==> config.mk <==
export PLATFORM = sky130hd
export DESIGN_NAME = power_path_ctrl
export DESIGN_NICKNAME = d
export VERILOG_FILES = /design/src/power_path_pkg.sv /design/src/input_toggle_detect.sv /design/src/power_path_ctrl.sv
export VERILOG_INCLUDE_DIRS = /design/src
export SDC_FILE = /design/constraint.sdc
export NUM_CORES = 1
export LEC_CHECK = 0
export BUFFER_PORTS_ARGS = -buffer_cell sky130_fd_sc_hd__buf_2
export CAP_MARGIN = 0
export CORE_MARGIN = 3
export CORE_UTILIZATION = 45
export DETAILED_ROUTE_END_ITERATION = 8
export HOLD_SLACK_MARGIN = 0.02
export PLACE_DENSITY = 0.73
export SLEW_MARGIN = 20
export SYNTH_ARGS = -nofsm -noshare
export SYNTH_HDL_FRONTEND = slang
export SYNTH_SLANG_ARGS = --single-unit
==> constraint.sdc <==
create_clock -name clk -period 2.1 [get_ports clk]
set_input_delay 0.21 -clock clk [delete_from_list [all_inputs] [get_ports clk]]
set_output_delay 0.21 -clock clk [all_outputs]
set_load 0.005 [all_outputs]
==> src/power_path_defines.svh <==
// Purpose: Constants for the power path mode control block.
// Assumes: 100 MHz clock; register port with one-cycle read latency.
// Notes:   Offsets are byte addresses of 32-bit words.
// Functional notes
// - Input sag to threshold limits input current and sets input-limit status.
// - Double timer enable extends safety timer while input limiting active.
// - No charge termination while input-voltage limiting active.
// - Low system rail cuts charge current before battery is drawn.
// - Termination blocked while headroom loop is in control.
// - Zero charge current and rail below supplement threshold enters supplement.
// - Headroom disable bit allows low headroom; no effect in battery tracking.
// - Termination disabled during supplement; overcurrent protection stays active.
// - Battery supplements only when above undervoltage threshold.
// - Mode 00 normal, 01 battery, 10 off floating, 11 off pulled down.
// - Mode resets to normal; rail from input if valid else battery.
// - Battery mode ignored below battery lockout; input re-plug reverts normal.
// - Forcing battery mode while charging stops charging.
// - Floating-off disconnects rail without pulldown; input cycling returns normal.
// - Pulldown-off disconnects and grounds rail; input toggle returns normal.
// - Ship mode pulldown only after battery switch opens.
// - Hardware reset pulldown after both switches open, held until wake timer.
// - Pulldown-off pulldown after switches open, held until mode write or toggle.
// - System regulation only with input valid, above battery, below overvoltage.
// - Regulation 000 tracks battery, 001-110 fixed 4.4-4.9 V, 111 pass-through.
// - Current-limit clamp active sets current-limit status bit.
// - Current-limit mask only gates its interrupt; limit rewritable anytime.
`ifndef POWER_PATH_DEFINES_SVH
`define POWER_PATH_DEFINES_SVH
`define PP_CTRL_OFS      8'h00
`define PP_STAT_OFS      8'h04
`define PP_INPUT_CURRENT_LIMIT_OFS      8'h08
`define PP_MODE_LSB      0
`define PP_REG_LSB       2
`define PP_HEADDIS_BIT   5
`define PP_DBLTMR_BIT    6
`define PP_MASK_BIT      7
`define PP_MODE_RST      2'h0
`define PP_REG_RST       3'h2
`define PP_INPUT_CURRENT_LIMIT_RST      8'h00
`define PP_DGL_NS        64000
`define PP_CLK_NS        10
`define PP_DGL_CYC       (`PP_DGL_NS / `PP_CLK_NS)
`endif

==> src/power_path_pkg.sv <==
// Purpose: Types for the power path mode control block.
// Assumes: Constants live in power_path_defines.svh.
// Notes:   Nothing here is imported; use package scope.
package power_path_pkg;
    typedef enum logic [1:0] {
        SUPPLY_NORMAL   = 2'h0,
        SUPPLY_BATTERY  = 2'h1,
        SUPPLY_FLOAT    = 2'h2,
        SUPPLY_PULLDOWN = 2'h3
    } supply_mode_t;
    typedef enum logic [2:0] {
        SEQ_IDLE,
        SEQ_OPEN,
        SEQ_PULL
    } off_seq_t;
endpackage : power_path_pkg

==> src/input_toggle_detect.sv <==
// Purpose: Synchronise and deglitch input-valid levels, report re-plug events.
// Assumes: Raw levels may be asynchronous to clk.
// Notes:   A level must hold DGL_CYC cycles before it is accepted.
`timescale 1ns/1ps
module input_toggle_detect #(
    parameter int DGL_CYC = 6400
) (
    // Clock and reset.
    input  wire logic clk,
    input  wire logic rstn,
    // Raw level.
    input  wire logic in_valid_raw,
    // Filtered results.
    output logic      in_valid_q,
    output logic      toggle_pulse_q
);
    logic        s1_q;
    logic        s2_q;
    logic        seen_low_q;
    logic [31:0] cnt_q;

    // Two-flop synchroniser; only the second flop is looked at.
    always_ff @(posedge clk or negedge rstn) begin
        if (!rstn) begin
            s1_q <= 1'b0;
            s2_q <= 1'b0;
        end else begin
            s1_q <= in_valid_raw;
            s2_q <= s1_q;
        end
    end

    // Deglitch counter restarts whenever the level disagrees briefly.
    always_ff @(posedge clk or negedge rstn) begin
        if (!rstn) begin
            cnt_q      <= 32'h0;
            in_valid_q <= 1'b0;
        end else if (s2_q == in_valid_q) begin
            cnt_q <= 32'h0;
        end else if (cnt_q >= 32'(DGL_CYC - 1)) begin
            cnt_q      <= 32'h0;
            in_valid_q <= s2_q;
        end else begin
            cnt_q <= cnt_q + 32'h1;
        end
    end

    // A toggle is a filtered fall followed by a filtered rise.
    always_ff @(posedge clk or negedge rstn) begin
        if (!rstn) begin
            seen_low_q     <= 1'b0;
            toggle_pulse_q <= 1'b0;
        end else begin
            toggle_pulse_q <= 1'b0;
            if (in_valid_q && (cnt_q >= 32'(DGL_CYC - 1)) && (s2_q != in_valid_q)) begin
                seen_low_q <= 1'b1;
            end else if (!in_valid_q && (cnt_q >= 32'(DGL_CYC - 1)) && s2_q) begin
                toggle_pulse_q <= seen_low_q;
                seen_low_q     <= 1'b0;
            end
        end
    end
endmodule : input_toggle_detect

==> src/power_path_ctrl.sv <==
// Purpose: Power path mode control: limit loops, supplement, supply select, pulldown.
// Assumes: Comparator levels other than in_valid_raw arrive synchronous to clk; register reads have one-cycle latency.
// Notes:   Analog loops are outside; this block only decides and reports.
//
// Chosen here: the address-and-strobe port and the placing of the registers.
`timescale 1ns/1ps
`include "power_path_defines.svh"
module power_path_ctrl #(
    parameter int DGL_CYC = `PP_DGL_CYC
) (
    // Clock and reset.
    input  wire logic       clk,
    input  wire logic       rstn,
    // Register port.
    input  wire logic [7:0] addr,
    input  wire logic [31:0] wdata,
    input  wire logic       wr,
    input  wire logic       rd,
    output logic [31:0]     rdata,
    // Analog comparator levels.
    input  wire logic       in_valid_raw,
    input  wire logic       in_above_limit,
    input  wire logic       in_above_bat,
    input  wire logic       in_below_ovp,
    input  wire logic       sys_below_headroom,
    input  wire logic       sys_below_supplement,
    input  wire logic       bat_above_uvlo,
    input  wire logic       input_current_limit_clamp,
    input  wire logic       charge_current_zero,
    input  wire logic       charging,
    input  wire logic       ship_req,
    input  wire logic       hardware_reset_state_req,
    input  wire logic       wake_expired,
    input  wire logic       bat_switch_open,
    input  wire logic       in_switch_open,
    // Control outputs.
    output logic            in_current_reduce_q,
    output logic            charge_cut_q,
    output logic            term_block_q,
    output logic            timer_extend_q,
    output logic            supplement_q,
    output logic            charge_stop_q,
    output logic            sys_from_in_q,
    output logic            sys_from_bat_q,
    output logic            bat_switch_open_req_q,
    output logic            in_switch_open_req_q,
    output logic            pulldown_q,
    output logic            sys_reg_en_q,
    output logic [2:0]      reg_target_q,
    output logic [7:0]      input_current_limit_code_q,
    output logic            input_current_limit_irq_q
);
    power_path_pkg::supply_mode_t mode_q;
    power_path_pkg::off_seq_t     seq_q;
    logic       head_dis_q;
    logic       dbl_tmr_q;
    logic       input_current_limit_mask_q;
    logic       vin_limit_flag_q;
    logic       input_current_limit_flag_q;
    logic       input_current_limit_prev_q;
    logic       in_valid_q;
    logic       toggle_q;
    logic       vin_limit_on;
    logic       head_on;
    logic       in_good;
    logic       ctrl_wr;
    logic       pd_cond;
    logic       reset_hold_q;

    input_toggle_detect #(
        .DGL_CYC        (DGL_CYC)
    ) u_toggle (
        .clk            (clk),
        .rstn           (rstn),
        .in_valid_raw   (in_valid_raw),
        .in_valid_q     (in_valid_q),
        .toggle_pulse_q (toggle_q)
    );

    // Loop activity, derived combinationally from comparators and settings.
    assign vin_limit_on = in_valid_q && !in_above_limit;
    // Tracking target already sits above the headroom level, so the disable bit is moot there.
    assign head_on = sys_below_headroom &&
                     (!head_dis_q || (reg_target_q == 3'h0));
    assign in_good = in_valid_q && in_above_bat && in_below_ovp;
    assign ctrl_wr = wr && (addr == `PP_CTRL_OFS);

    // Software settings; the limit code may be rewritten at any time.
    always_ff @(posedge clk or negedge rstn) begin
        if (!rstn) begin
            reg_target_q <= `PP_REG_RST;
            head_dis_q   <= 1'b0;
            dbl_tmr_q    <= 1'b0;
            input_current_limit_mask_q  <= 1'b0;
            input_current_limit_code_q  <= `PP_INPUT_CURRENT_LIMIT_RST;
        end else begin
            if (ctrl_wr) begin
                reg_target_q <= wdata[`PP_REG_LSB +: 3];
                head_dis_q   <= wdata[`PP_HEADDIS_BIT];
                dbl_tmr_q    <= wdata[`PP_DBLTMR_BIT];
                input_current_limit_mask_q  <= wdata[`PP_MASK_BIT];
            end
            if (wr && (addr == `PP_INPUT_CURRENT_LIMIT_OFS)) begin
                input_current_limit_code_q <= wdata[7:0];
            end
        end
    end

    // Supply mode: input toggle beats a same-cycle write, so a re-plug always restores normal mode.
    always_ff @(posedge clk or negedge rstn) begin
        if (!rstn) begin
            mode_q <= power_path_pkg::SUPPLY_NORMAL;
        end else if (toggle_q) begin
            mode_q <= power_path_pkg::SUPPLY_NORMAL;
        end else if (ctrl_wr) begin
            if ((wdata[`PP_MODE_LSB +: 2] == 2'h1) && !bat_above_uvlo) begin
                mode_q <= power_path_pkg::SUPPLY_NORMAL;
            end else begin
                mode_q <= power_path_pkg::supply_mode_t'(wdata[`PP_MODE_LSB +: 2]);
            end
        end else if ((mode_q == power_path_pkg::SUPPLY_BATTERY) && !bat_above_uvlo) begin
            mode_q <= power_path_pkg::SUPPLY_NORMAL;
        end
    end

    // Loop outputs and supplement state.
    always_ff @(posedge clk or negedge rstn) begin
        if (!rstn) begin
            in_current_reduce_q <= 1'b0;
            charge_cut_q        <= 1'b0;
            term_block_q        <= 1'b0;
            timer_extend_q      <= 1'b0;
            supplement_q        <= 1'b0;
            charge_stop_q       <= 1'b0;
            sys_reg_en_q        <= 1'b0;
        end else begin
            in_current_reduce_q <= vin_limit_on;
            timer_extend_q      <= dbl_tmr_q && vin_limit_on;
            charge_cut_q        <= head_on;
            // Supplement needs the charge current already cut and a healthy battery.
            supplement_q        <= charge_current_zero && sys_below_supplement
                                   && bat_above_uvlo;
            term_block_q        <= vin_limit_on || head_on || supplement_q;
            charge_stop_q       <= charging && (mode_q == power_path_pkg::SUPPLY_BATTERY);
            sys_reg_en_q        <= in_good;
        end
    end

    // Path selection per mode; battery feed still honours the lockout.
    always_ff @(posedge clk or negedge rstn) begin
        if (!rstn) begin
            sys_from_in_q  <= 1'b0;
            sys_from_bat_q <= 1'b0;
        end else begin
            unique case (mode_q)
                power_path_pkg::SUPPLY_NORMAL: begin
                    sys_from_in_q  <= in_good && (seq_q == power_path_pkg::SEQ_IDLE);
                    sys_from_bat_q <= !in_good && bat_above_uvlo &&
                                      (seq_q == power_path_pkg::SEQ_IDLE);
                end
                power_path_pkg::SUPPLY_BATTERY: begin
                    sys_from_in_q  <= 1'b0;
                    sys_from_bat_q <= bat_above_uvlo && (seq_q == power_path_pkg::SEQ_IDLE);
                end
                power_path_pkg::SUPPLY_FLOAT, power_path_pkg::SUPPLY_PULLDOWN: begin
                    sys_from_in_q  <= 1'b0;
                    sys_from_bat_q <= 1'b0;
                end
            endcase
        end
    end

    // Rail-off sequence: open switches first, then pull down once they report open.
    assign pd_cond = ship_req || hardware_reset_state_req || (mode_q == power_path_pkg::SUPPLY_PULLDOWN);
    always_ff @(posedge clk or negedge rstn) begin
        if (!rstn) begin
            seq_q                 <= power_path_pkg::SEQ_IDLE;
            bat_switch_open_req_q <= 1'b0;
            in_switch_open_req_q  <= 1'b0;
            pulldown_q            <= 1'b0;
        end else begin
            unique case (seq_q)
                power_path_pkg::SEQ_IDLE: begin
                    pulldown_q <= 1'b0;
                    bat_switch_open_req_q <= (mode_q == power_path_pkg::SUPPLY_FLOAT);
                    in_switch_open_req_q  <= (mode_q == power_path_pkg::SUPPLY_FLOAT);
                    if (pd_cond) begin
                        seq_q                 <= power_path_pkg::SEQ_OPEN;
                        bat_switch_open_req_q <= 1'b1;
                        in_switch_open_req_q  <= !ship_req;
                    end
                end
                power_path_pkg::SEQ_OPEN: begin
                    if (!pd_cond) begin
                        seq_q <= power_path_pkg::SEQ_IDLE;
                    end else if (ship_req && bat_switch_open) begin
                        seq_q      <= power_path_pkg::SEQ_PULL;
                        pulldown_q <= 1'b1;
                    end else if (bat_switch_open && in_switch_open) begin
                        seq_q      <= power_path_pkg::SEQ_PULL;
                        pulldown_q <= 1'b1;
                    end
                end
                power_path_pkg::SEQ_PULL: begin
                    // Reset pulldown outlives its request until the wake timer ends it.
                    // The requested switches stay open while here, so their state cannot gate the exit.
                    if (!ship_req && (mode_q != power_path_pkg::SUPPLY_PULLDOWN) &&
                        (wake_expired || (!hardware_reset_state_req && !reset_hold_q))) begin
                        seq_q      <= power_path_pkg::SEQ_IDLE;
                        pulldown_q <= 1'b0;
                    end
                end
                default: begin
                    seq_q <= power_path_pkg::SEQ_IDLE;
                end
            endcase
        end
    end

    // A reset may be withdrawn before the wake timer ends, so its cause is remembered here.
    always_ff @(posedge clk or negedge rstn) begin
        if (!rstn) begin
            reset_hold_q <= 1'b0;
        end else if (seq_q == power_path_pkg::SEQ_IDLE) begin
            reset_hold_q <= 1'b0;
        end else if (hardware_reset_state_req) begin
            reset_hold_q <= 1'b1;
        end
    end

    // Status flags: sticky, hardware set wins over a clearing write in the same cycle.
    always_ff @(posedge clk or negedge rstn) begin
        if (!rstn) begin
            vin_limit_flag_q <= 1'b0;
            input_current_limit_flag_q      <= 1'b0;
            input_current_limit_prev_q      <= 1'b0;
            input_current_limit_irq_q       <= 1'b0;
        end else begin
            input_current_limit_prev_q <= input_current_limit_clamp;
            if (vin_limit_on) begin
                vin_limit_flag_q <= 1'b1;
            end else if (wr && (addr == `PP_STAT_OFS) && wdata[0]) begin
                vin_limit_flag_q <= 1'b0;
            end
            if (input_current_limit_clamp) begin
                input_current_limit_flag_q <= 1'b1;
            end else if (wr && (addr == `PP_STAT_OFS) && wdata[1]) begin
                input_current_limit_flag_q <= 1'b0;
            end
            input_current_limit_irq_q <= input_current_limit_clamp && !input_current_limit_prev_q && !input_current_limit_mask_q;
        end
    end

    // Read data, registered; unmapped addresses read zero.
    always_ff @(posedge clk or negedge rstn) begin
        if (!rstn) begin
            rdata <= 32'h0;
        end else if (rd) begin
            unique case (addr)
                `PP_CTRL_OFS: rdata <= {24'h0, input_current_limit_mask_q, dbl_tmr_q, head_dis_q, reg_target_q, mode_q};
                `PP_STAT_OFS: rdata <= {26'h0, pulldown_q, supplement_q, in_valid_q,
                                        sys_reg_en_q, input_current_limit_flag_q, vin_limit_flag_q};
                `PP_INPUT_CURRENT_LIMIT_OFS: rdata <= {24'h0, input_current_limit_code_q};
                default:      rdata <= 32'h0;
            endcase
        end else begin
            rdata <= 32'h0;
        end
    end

    // Guards.
    a_vin_limit_flag: assert property (@(posedge clk) disable iff (!rstn)
        vin_limit_on |=> vin_limit_flag_q && in_current_reduce_q)
        else $error("input limit flag not set");
    a_timer_extend: assert property (@(posedge clk) disable iff (!rstn)
        (dbl_tmr_q && vin_limit_on) |=> timer_extend_q)
        else $error("timer not extended");
    a_term_block: assert property (@(posedge clk) disable iff (!rstn)
        (vin_limit_on || head_on) |=> term_block_q)
        else $error("termination not blocked");
    a_supp_uvlo: assert property (@(posedge clk) disable iff (!rstn)
        supplement_q |-> $past(bat_above_uvlo))
        else $error("supplement below lockout");
    a_mode_reject: assert property (@(posedge clk) disable iff (!rstn)
        (ctrl_wr && !toggle_q && wdata[1:0] == 2'h1 && !bat_above_uvlo)
        |=> mode_q == power_path_pkg::SUPPLY_NORMAL)
        else $error("battery mode accepted below lockout");
    a_mode_toggle: assert property (@(posedge clk) disable iff (!rstn)
        toggle_q |=> mode_q == power_path_pkg::SUPPLY_NORMAL)
        else $error("toggle did not restore mode");
    a_pd_after_open: assert property (@(posedge clk) disable iff (!rstn)
        $rose(pulldown_q) |-> $past(bat_switch_open))
        else $error("pulldown before switch open");
    a_input_current_limit_flag: assert property (@(posedge clk) disable iff (!rstn)
        input_current_limit_clamp |=> input_current_limit_flag_q)
        else $error("current limit flag not set");
    a_input_current_limit_mask: assert property (@(posedge clk) disable iff (!rstn)
        input_current_limit_mask_q |=> !input_current_limit_irq_q)
        else $error("masked interrupt raised");
    a_reg_enable: assert property (@(posedge clk) disable iff (!rstn)
        sys_reg_en_q |-> $past(in_good))
        else $error("regulation without valid input");
    a_head_disable: assert property (@(posedge clk) disable iff (!rstn)
        (head_dis_q && (reg_target_q != 3'h0)) |=> !charge_cut_q)
        else $error("headroom cut despite disable");
    a_rail_off: assert property (@(posedge clk) disable iff (!rstn)
        ((mode_q == power_path_pkg::SUPPLY_FLOAT) || (mode_q == power_path_pkg::SUPPLY_PULLDOWN))
        |=> !sys_from_in_q && !sys_from_bat_q)
        else $error("rail fed while switched off");
    a_force_battery: assert property (@(posedge clk) disable iff (!rstn)
        (charging && (mode_q == power_path_pkg::SUPPLY_BATTERY)) |=> charge_stop_q && !sys_from_in_q)
        else $error("charging kept in battery mode");
    a_reset_hold: assert property (@(posedge clk) disable iff (!rstn)
        (pulldown_q && reset_hold_q && !wake_expired) |=> pulldown_q)
        else $error("reset pulldown dropped early");
    a_pd_mode_hold: assert property (@(posedge clk) disable iff (!rstn)
        (pulldown_q && (mode_q == power_path_pkg::SUPPLY_PULLDOWN)) |=> pulldown_q)
        else $error("pulldown dropped in pulldown mode");
endmodule : power_path_ctrl

* Word-level counts from Yosys, hierarchy flattened
Cells that the tools add are included.
** Storage, ports and cells
- Word-level logic and storage cells :: 144
- Output and inout port bits :: 56
- Flip-flop bits (word level) :: 105
** Cells by class
- Bitwise logic cells :: 1
- Add/sub/neg operators :: 1
- Reduce and logical (&&, ||, !) cells :: 61
- Magnitude comparators :: 1
- Equality and inequality tests :: 16
- Muxes and demuxes :: 33
** Operator list (count)
- 2-to-1 mux 32 bit :: 3
- adder 32 x 1 -> 32 bit, second input constant :: 1
- greater-or-equal comparator 32 x 13 -> 1 bit, second input constant :: 1
- logical AND 1 bit :: 30
- one-hot mux 8 bit (3 select lines) :: 1
- 2-to-1 mux 1 bit :: 16
- 2-to-1 mux 3 bit :: 5
- logical NOT 1 bit :: 10
- one-hot mux 3 bit (3 select lines) :: 1
- equality test 8 x 3 -> 1 bit, second input constant :: 1
- equality test 8 x 4 -> 1 bit, second input constant :: 1
- logical NOT 8 bit :: 1
- 2-to-1 mux 2 bit :: 4
- != test 2 bit, second input constant :: 4
- nonzero test 2 bit :: 4
- logical NOT 3 bit :: 2
- logical OR 1 bit :: 6
- one-hot mux 1 bit (3 select lines) :: 2
- nonzero test 3 bit :: 2
- equality test 2 x 1 -> 1 bit, second input constant :: 2
- equality test 2 bit, second input constant :: 2
- != test 4 bit, second input constant :: 1
- AND reduction 4 bit :: 1
- equality test 3 x 1 -> 1 bit, second input constant :: 1
- 11 further kinds :: 11

* Depth between registers and ports, before layout
Gate-level depths: netlist (run 1).
- Depth in word-level cells :: 6
- Depth in mapped cells :: 6
- Gate-level depth less buffers :: 5

* Hierarchy
Synthesis (run 1) repeated with hierarchy kept, for this count alone.
** Second synthesis, totals
- Cells, all modules :: 273
- Area total of the unflattened synthesis :: 3408.3 um^2
** Modules (own cells, without submodules)
- power_path_ctrl :: times used 1, area an instance 2052.0 um^2, cells each 170
- input_toggle_detect :: times used 1, area an instance 1356.3 um^2, cells each 103

* Worst setup path after synthesis (run 1)
Ideal clock, no wire load.
- Path type :: input port to flip-flop
- From :: input port addr[5]
- To :: register dbl_tmr_q
- Arrival :: 1.659 ns
- Setup time :: 0.125 ns
- Path buffers :: 1
- Slack :: 0.316 ns
- Stages :: 5
- Path through :: or4_4 -> nor3_4 -> and4bb_1 -> buf_6 -> mux2_2
** On the way
- Longest elaborated chain between the ends :: 2
** Ends and longest elaborated chain
- from (decl) :: line power_path_ctrl.sv:15 : input wire logic [7:0] addr,
- logical NOT 8 bit
- logical AND 1 bit :: line power_path_ctrl.sv:86 : assign ctrl_wr = wr && (addr == `PP_CTRL_OFS);
- to (signal assigned) :: line power_path_ctrl.sv:100 : dbl_tmr_q <= wdata[`PP_DBLTMR_BIT];
- to (decl) :: line power_path_ctrl.sv:56 : logic dbl_tmr_q;
Every way passes these cells.
A chain may end at the register's enable or synchronous reset.

* Final worst setup path (run 1)
- From :: register u_toggle.cnt_q[0]
- To :: register u_toggle.seen_low_q
** On the way
- Longest elaborated chain between the ends :: 4
- Elaborated cells between the ends (all ways) :: 7
- Classes of those cells :: order compare: 1; mux: 1; reduce/logical: 5
** Ends and longest elaborated chain
- from (decl) :: line input_toggle_detect.sv:20 : logic [31:0] cnt_q;
- from (signal assigned) :: line input_toggle_detect.sv:44 : cnt_q <= cnt_q + 32'h1;
- greater-or-equal comparator 32 x 13 -> 1 bit (*) :: line input_toggle_detect.sv:55, input_toggle_detect.sv:57
- logical AND 1 bit, on equally long branches (2 in a row) :: line input_toggle_detect.sv:55, input_toggle_detect.sv:57
- 2-to-1 mux 1 bit / nonzero test 2 bit (equally long branches)
- to (signal assigned) :: line input_toggle_detect.sv:51 : seen_low_q <= 1'b0;
- to (signal assigned) :: line input_toggle_detect.sv:56 : seen_low_q <= 1'b1;
- to (signal assigned) :: line input_toggle_detect.sv:59 : seen_low_q <= 1'b0;
- to (decl) :: line input_toggle_detect.sv:19 : logic seen_low_q;
Mark *: on every way between the ends. The rest lies on a longest branch, timed or not.

==> flow_summary_export.csv, run 1 <==
group,metric,value,unit
sta,period_minus_slack,1.75,ns
synth,synth_compound_area_share,5.42,%
floorplanning,dieWidth,91.4,µm
synth,synthAdderAreaFrac,0.381,%
drt,ant_nets,0,
flow_run,drv_cap,0,
sta,max_freq,570,MHz
power,switching_share,23.9,%
sta,slew_viol_final,0,
synth,synth_most_common_cell,"dfrtp_1",
drt,avgViaCountPerCell,4.66,
setup_path,reg2reg_to,"u_toggle.seen_low_q$_DFFE_PN0P_",
setup_path,critPathMaxFanout,4,
global_routing,grt_pass1_vias,2044,
worst_hold_path,hold_class,"input port to flip-flop",
power,p_comb_share,8.1,%
setup_path,crit_required,2.31,ns
layout,final-seq-area,2000,µm²
synth,avgSynthCellArea,12.1,µm²
clock_network,cts.sinks,80,
synth,muxShareOfSynthArea,8.20,%
synth,synth_largest_area_cell,"dfrtp_1",
sta,hold_viol,0,
sta,setup_tns,0,ns
layout,multi_input_area,1210,µm²
synth,synthFlopType,"dfrtp_1",
power,p_int,2270,µW
clock_network,insertion_delay,0.34,ns
drt,wirelength,5940,µm
drt,wire_per_inst,12.7,µm
drt,first_iter_violations,117,
global_routing,grt_max_degree,44,
clock_network,cts-resized-gates,0,
worst_hold_path,holdPathEnd,"in_switch_open_req_q$_DFFE_PN0P_",
synth,yosysWarningCount,0,
floorplanning,start_util,47.2,%
worst_hold_path,whs_path_depth,2,
placed_design,place.gp.congestion,0.778,
clock_network,cts-root-buf,"clkbuf_8",
layout,synthToLayoutAreaGrowth,20.4,%
placed_design,place_ws,0.231,ns
setup_path,cp.arrival,1.97,ns
clock_network,cts.htree.levels,3,
sta,rsz0062_at_grt,"false",
setup_path,crit_path_end_kind,"flip-flop",
worst_hold_path,hold_start,"ship_req",
sta,worst_pin_slew,0.591,ns
synth,seq_area_frac_synth,61.1,%
layout,drive_gt1_share,28.4,%
global_routing,antenna_found_initial,0,
clock_network,cts-buffers-inserted,9,
placed_design,hpwl,4430,µm
floorplanning,ioPinCount,115,
power,p_switching,712,µW
synth,netlist_area,3280,µm²
synth,ys_seq_elements,80,
power,power_density,755,nW/µm²
sta,period_share,83.5,%
setup_path,reg2reg_slack,0.35,ns
synth,ys_top_cells_by_count,"dfrtp_1, nor2_1, buf_4",
placed_design,io_buffers,66,
global_routing,grt_pass1_wl,9920,µm
clock_network,cts_tree,"yes",
layout,finish.net_count,428,
floorplanning,num_rows,30,
synth,synth_top_family_by_area,"simple AND/OR/NAND/NOR gates",
layout,diodes,0,
setup_path,worstReg2RegStart,"u_toggle.cnt_q[0]$_DFF_PN0_",
run_status,status,"finished clean",
global_routing,grt_use_total,15.0,%
clock_network,clock_path_buffers,2,
setup_path,crit_type,"flip-flop to flip-flop",
setup_path,cp-start-kind,"flip-flop",
floorplanning,core_area,6940,µm²
synth,synth_enable_flop_cells,0,
global_routing,grt_overflow,0,
synth,synth-async-reset-ratio,100,%
power,power_leakage,0.00198,µW
floorplanning,die_area,8350,µm²
sta,setup_viol,0,
synth,syn_inst,272,
synth,yosys.area_share.xor_xnor,2.94,%
floorplanning,fp.dieH,91.4,µm
sta,fin_skew,0.00558,ns
layout,fillers,613,
drt,num_vias,2184,
sta,layout_setup_ws,0.346,ns
synth,synth_top_area_share,60.3,%
setup_path,worstRegToRegCells,5,
power,irDropWorstVdd,486,µV
power,clock_power_share,36.1,%
synth,synth-simple-area-share,14.9,%
synth,synth_area_leaders,"dfrtp_1, buf_4, mux2_2",
synth,netlist-cell-type-count,45,
sta,slew_headroom,60.5,%
power,pwr-share-seq,55.8,%
drt,drc_errors,0,
clock_network,clkTransAtPathRegs,0.08,ns
drt,dr.pass1.iters,4,
state kept, by name (all words and copies together) (netlist names), 2 cells and up:
register and flops:
reg_target_q 3, seq_q 2, mode_q 2, u_toggle.cnt_q 32, rdata 8, input_current_limit_code_q 8
cells in the final DEF (no fill, tap or decap), drive strengths merged, types with 6 or more instances in the layout:
| master | netlist | layout |
|---|---|---|
| dfrtp | 79 | 79 |
| buf | 26 | 70 |
| conb | 1 | 43 |
| nor2 | 36 | 36 |
| mux2 | 15 | 15 |
| a21oi | 10 | 10 |
| mux2i | 10 | 10 |
| nand3 | 9 | 9 |
| clkbuf | 4 | 9 |
| nor3 | 9 | 9 |
| nand2 | 7 | 7 |
| xnor2 | 6 | 6 |
| o21ai | 6 | 6 |
cell families after synthesis:
family / Yosys count
simple gates: 91
compound gates: 28
xor+xnor: 11
other cells: 1
fa+ha+maj: 1
mux: 25
buf+inv: 35
flops: 80
timing repair:
| action | 4_1_cts | 5_1_grt |
|---|---|---|
| setup buffers | 0 | 0 |
| endpoints found under the hold margin | 44 | 0 |
| hold buffers | 3 | 0 |
power groups by stage:
stage / Sequential, µW / Clock (µW) / Combinational [µW]
finish: 1660 / 1080 / 243
global route: 1670 / 1180 / 277
CTS: 1660 / 1110 / 246
detailed placement: 1690 / 0 / 241
global placement: 1690 / 0 / 235
floorplan: 1690 / 0 / 139
layout make-up:
type	count	area share (%)
clock inverter	7	1.84
tap	96	3.04
clock buffer	9	3.14
sequential	80	50.7
inverter	5	0.475
multi-input combinational	199	30.5
timing repair buffer	73	10.3
worst max-delay path by stage:
stage                                           start                              end  slack (ns)
after floorplan                               addr[5]            dbl_tmr_q$_DFFE_PN0P_        0.32
after global placement                        addr[5]      reg_target_q[0]$_DFFE_PN0P_        0.26
after detailed placement                      addr[5]      reg_target_q[0]$_DFFE_PN0P_        0.23
after CTS                 u_toggle.cnt_q[0]$_DFF_PN0_  u_toggle.seen_low_q$_DFFE_PN0P_        0.34
after global routing      u_toggle.cnt_q[0]$_DFF_PN0_  u_toggle.seen_low_q$_DFFE_PN0P_        0.20
final                     u_toggle.cnt_q[0]$_DFF_PN0_  u_toggle.seen_low_q$_DFFE_PN0P_        0.35
metal layers:
metal | GRT usage (%) | wire length, µm | up-vias | share of wire (%)
li1 | - | - | 1069 | -
met1 | 20.2 | 2700 | 1038 | 45
met4 | 3.64 | 84 | 0 | 1.4
met2 | 23.7 | 2820 | 71 | 48
met3 | 4.72 | 333 | 6 | 5.6
met5 | 0 | 0 | - | 0
worst max-delay path: stages, from the launching register on:
cell	delay [ns]
dfrtp_1	0.39
ha_1	0.26
nand3_1	0.17
o21a_1	0.25
o211a_1	0.26
o311ai_0	0.31
per-stage QoR:
stage / util (%) / cells / total power, µW / area (µm²) / hold WS (ns)
detailed placement: 53.6 / 450 / 1930 / 3720 / 0.228
finish: 56.9 / 469 / 2980 / 3950 / 0.0930
global route: 56.9 / 469 / 3130 / 3950 / 0.0849
global placement: 53.6 / 450 / 1930 / 3720 / 0.227
CTS: 56.9 / 469 / 3020 / 3950 / 0.0681
floorplan: - / 314 / 1820 / 3440 / -0.0856
(Power assumes the default switching activity.)
==> inputs of run 2 (changes only) <==
Settings changed: PLACE_DENSITY 0.73 to 0.76.
Clock period 2.1 ns to 1.4 ns, I/O delays scaled along.
==> run 2 against run 1 <==
  * Largest cell class unchanged
  * Cell count rose by 6.6%
  * The flow now finishes with violations (negative setup slack)
  * Cell area rose by 9.3%
  * Hold slack got worse by 0.040 ns
  * Critical path depth down 1
  * Flip-flop and latch count unchanged
  * Power grew 48%
  * Clock power increased by 37%
  * Sequential power up 51%
  * First-iteration DRC count decreased by 26%
==> flow_summary_export.csv, run 2 (synthesis gave the netlist of run 1 again) <==
group,metric,value,unit
run_status,status,"finished, violations left",
run_status,violations,"negative setup slack",
clock_network,cts-buffers-inserted,9,
floorplanning,dieWidth,91.4,µm
power,p_switching,1130,µW
drt,first_iter_violations,87,
drt,wirelength,7040,µm
sta,hold_viol,0,
setup_path,reg2reg_to,"u_toggle.in_valid_q$_DFFE_PN0P_",
sta,period_minus_slack,1.54,ns
power,irDropWorstVdd,745,µV
worst_hold_path,hold_class,"input port to flip-flop",
layout,largest_reg_flops,32,
placed_design,hpwl,4930,µm
drt,drc_errors,0,
sta,max_freq,649,MHz
clock_network,cts.htree.levels,3,
floorplanning,fp.dieH,91.4,µm
setup_path,cpPeakStageDelay,0.54,ns
power,power_density,1020,nW/µm²
floorplanning,start_util,47.2,%
layout,drive_gt1_share,36.4,%
layout,finish.net_count,459,
floorplanning,ioPinCount,115,
clock_network,insertion_delay,0.35,ns
layout,mostFrequentLayoutCells,"dfrtp_1, buf_2, conb_1",
drt,avgViaCountPerCell,4.80,
global_routing,grt_overflow,0,
power,switching_share,25.8,%
global_routing,antenna_found_initial,0,
clock_network,clkTransAtPathRegs,0.08,ns
setup_path,worstPathCellList,"or4_4, nor2_4, o211a_4, mux2i_1",
setup_path,worstRegToRegCells,4,
layout,reg_top3,"u_toggle.cnt_q: 32 flops, input_current_limit_code_q: 8 flops, rdata: 8 flops",
floorplanning,die_area,8350,µm²
global_routing,grt_pass1_vias,2346,
global_routing,grt_max_degree,37,
setup_path,cp-start-kind,"flip-flop",
flow_run,drv_cap,0,
drt,wire_per_inst,14.1,µm
setup_path,crit_required,1.67,ns
setup_path,critPathMaxFanout,4,
sta,setup_viol,18,
clock_network,cts-root-buf,"clkbuf_8",
setup_path,crit_path_end_kind,"flip-flop",
floorplanning,core_area,6940,µm²
power,clock_power_share,33.6,%
clock_network,cts.sinks,80,
setup_path,worstReg2RegStart,"u_toggle.cnt_q[15]$_DFF_PN0_",
global_routing,grt_use_total,17.1,%
global_routing,grt_pass1_wl,11000,µm
sta,rsz0062_at_grt,"true",
floorplanning,num_rows,30,
layout,fin_util,62.2,%
sta,slew_viol_final,0,
power,pwr-share-seq,56.8,%
setup_path,crit_type,"flip-flop to flip-flop",
power,p_int,3270,µW
drt,num_vias,2399,
clock_network,cts_tree,"yes",
setup_path,crit_start,"u_toggle.cnt_q[15]$_DFF_PN0_",
clock_network,clock_path_buffers,2,
power,p_comb_share,9.6,%
placed_design,place_ws,-0.380,ns
setup_path,endpoint,"u_toggle.in_valid_q$_DFFE_PN0P_",
layout,diodes,0,
drt,dr.pass1.iters,4,
sta,fin_skew,0.00914,ns
setup_path,cp.arrival,1.81,ns
sta,layout_setup_ws,-0.141,ns
placed_design,place.gp.congestion,0.817,
sta,period_share,110,%
power,power_leakage,0.00213,µW
layout,synthToLayoutAreaGrowth,31.6,%
placed_design,io_buffers,66,
layout,layout.cells.most_common,"dfrtp_1",
setup_path,reg2reg_slack,-0.14,ns
layout,largest_register,"u_toggle.cnt_q",
drt,ant_nets,0,
setup_path,cp_slowest_cell,"or4_4",
-- run 2: changes by cell type in the layout (fill, tap and decap cells not counted), moves of 2 or more --
cell / before / now
nor2_1: 36 / 29
or4_1: 2 / 0
mux2_4: 0 / 5
buf_4: 4 / 24
mux2_2: 15 / 10
nor2_4: 0 / 3
o2111ai_1: 2 / 0
nor2_2: 0 / 4
or4_4: 1 / 3
buf_6: 0 / 3
dlygate4sd3_1: 3 / 11
-- run 2: routing by layer --
metal	GRT usage (%)	vias up	wire (µm)
li1	-	1127	-
met1	20.2	1158	2890
met2	27.9	98	3540
met3	4.47	16	403
met4	10.2	0	204
met5	0	-	0
-- run 2: stage by stage --
step	setup TNS, ns	hold slack (ns)	instances	instance area [µm²]	power [µW]
2_1_floorplan	-4.09	-0.156	314	3470	2740
3_3_place_gp	-6.99	0.118	472	3920	2910
3_5_place_dp	-8.28	0.119	472	3920	2920
4_1_cts	-1.55	0.0257	499	4250	4440
5_1_grt	-2.59	0.0390	500	4320	4620
6_report	-1.85	0.0531	500	4320	4400
-- run 2: cell type report --
class	count	area, µm²
clock buffer	10	128
clock inverter	6	45.0
fill	564	2630
inverter	5	18.8
multi-input combinational	199	1330
sequential	80	2000
tap	96	120
timing repair buffer	104	669
-- run 2: what timing repair did --
item / CTS / global route
endpoints found under the setup margin: 22 / 20
resized for setup: 13 / 14
hold buffers: 10 / 1
buffers inserted: 1 / 0
hold endpoints to repair: 41 / 1
cloned: 0 / 0
pin swaps: 4 / 3
-- run 2: critical path, delay by kind of cell (launching register included) --
family	cells	cell delay, ns
AOI/OAI and AO/OA	1	0.20
DFF	1	0.37
muxes	1	0.18
and+or+nand+nor	2	0.71
-- run 2: how the worst min path moves through the flow --
stage,start,endpoint,depth (start not counted)
after detailed placement,rstn,input_current_limit_irq_q$_DFF_PN0_,1
after global placement,rstn,input_current_limit_irq_q$_DFF_PN0_,1
after CTS,wdata[4],input_current_limit_code_q[4]$_DFFE_PN0P_,2
after global routing,wdata[5],input_current_limit_code_q[5]$_DFFE_PN0P_,2
after floorplan,rstn,bat_switch_open_req_q$_DFFE_PN0P_,0
final,wdata[5],head_dis_q$_DFFE_PN0P_,2
-- run 2: power groups by stage --
| stage | registers, µW | clock network, µW | logic, µW |
|---|---|---|---|
| after floorplan | 2530 | 0 | 210 |
| after global placement | 2540 | 0 | 371 |
| after detailed placement | 2540 | 0 | 382 |
| final | 2500 | 1480 | 422 |
| after global routing | 2510 | 1640 | 469 |
| after CTS | 2500 | 1530 | 408 |
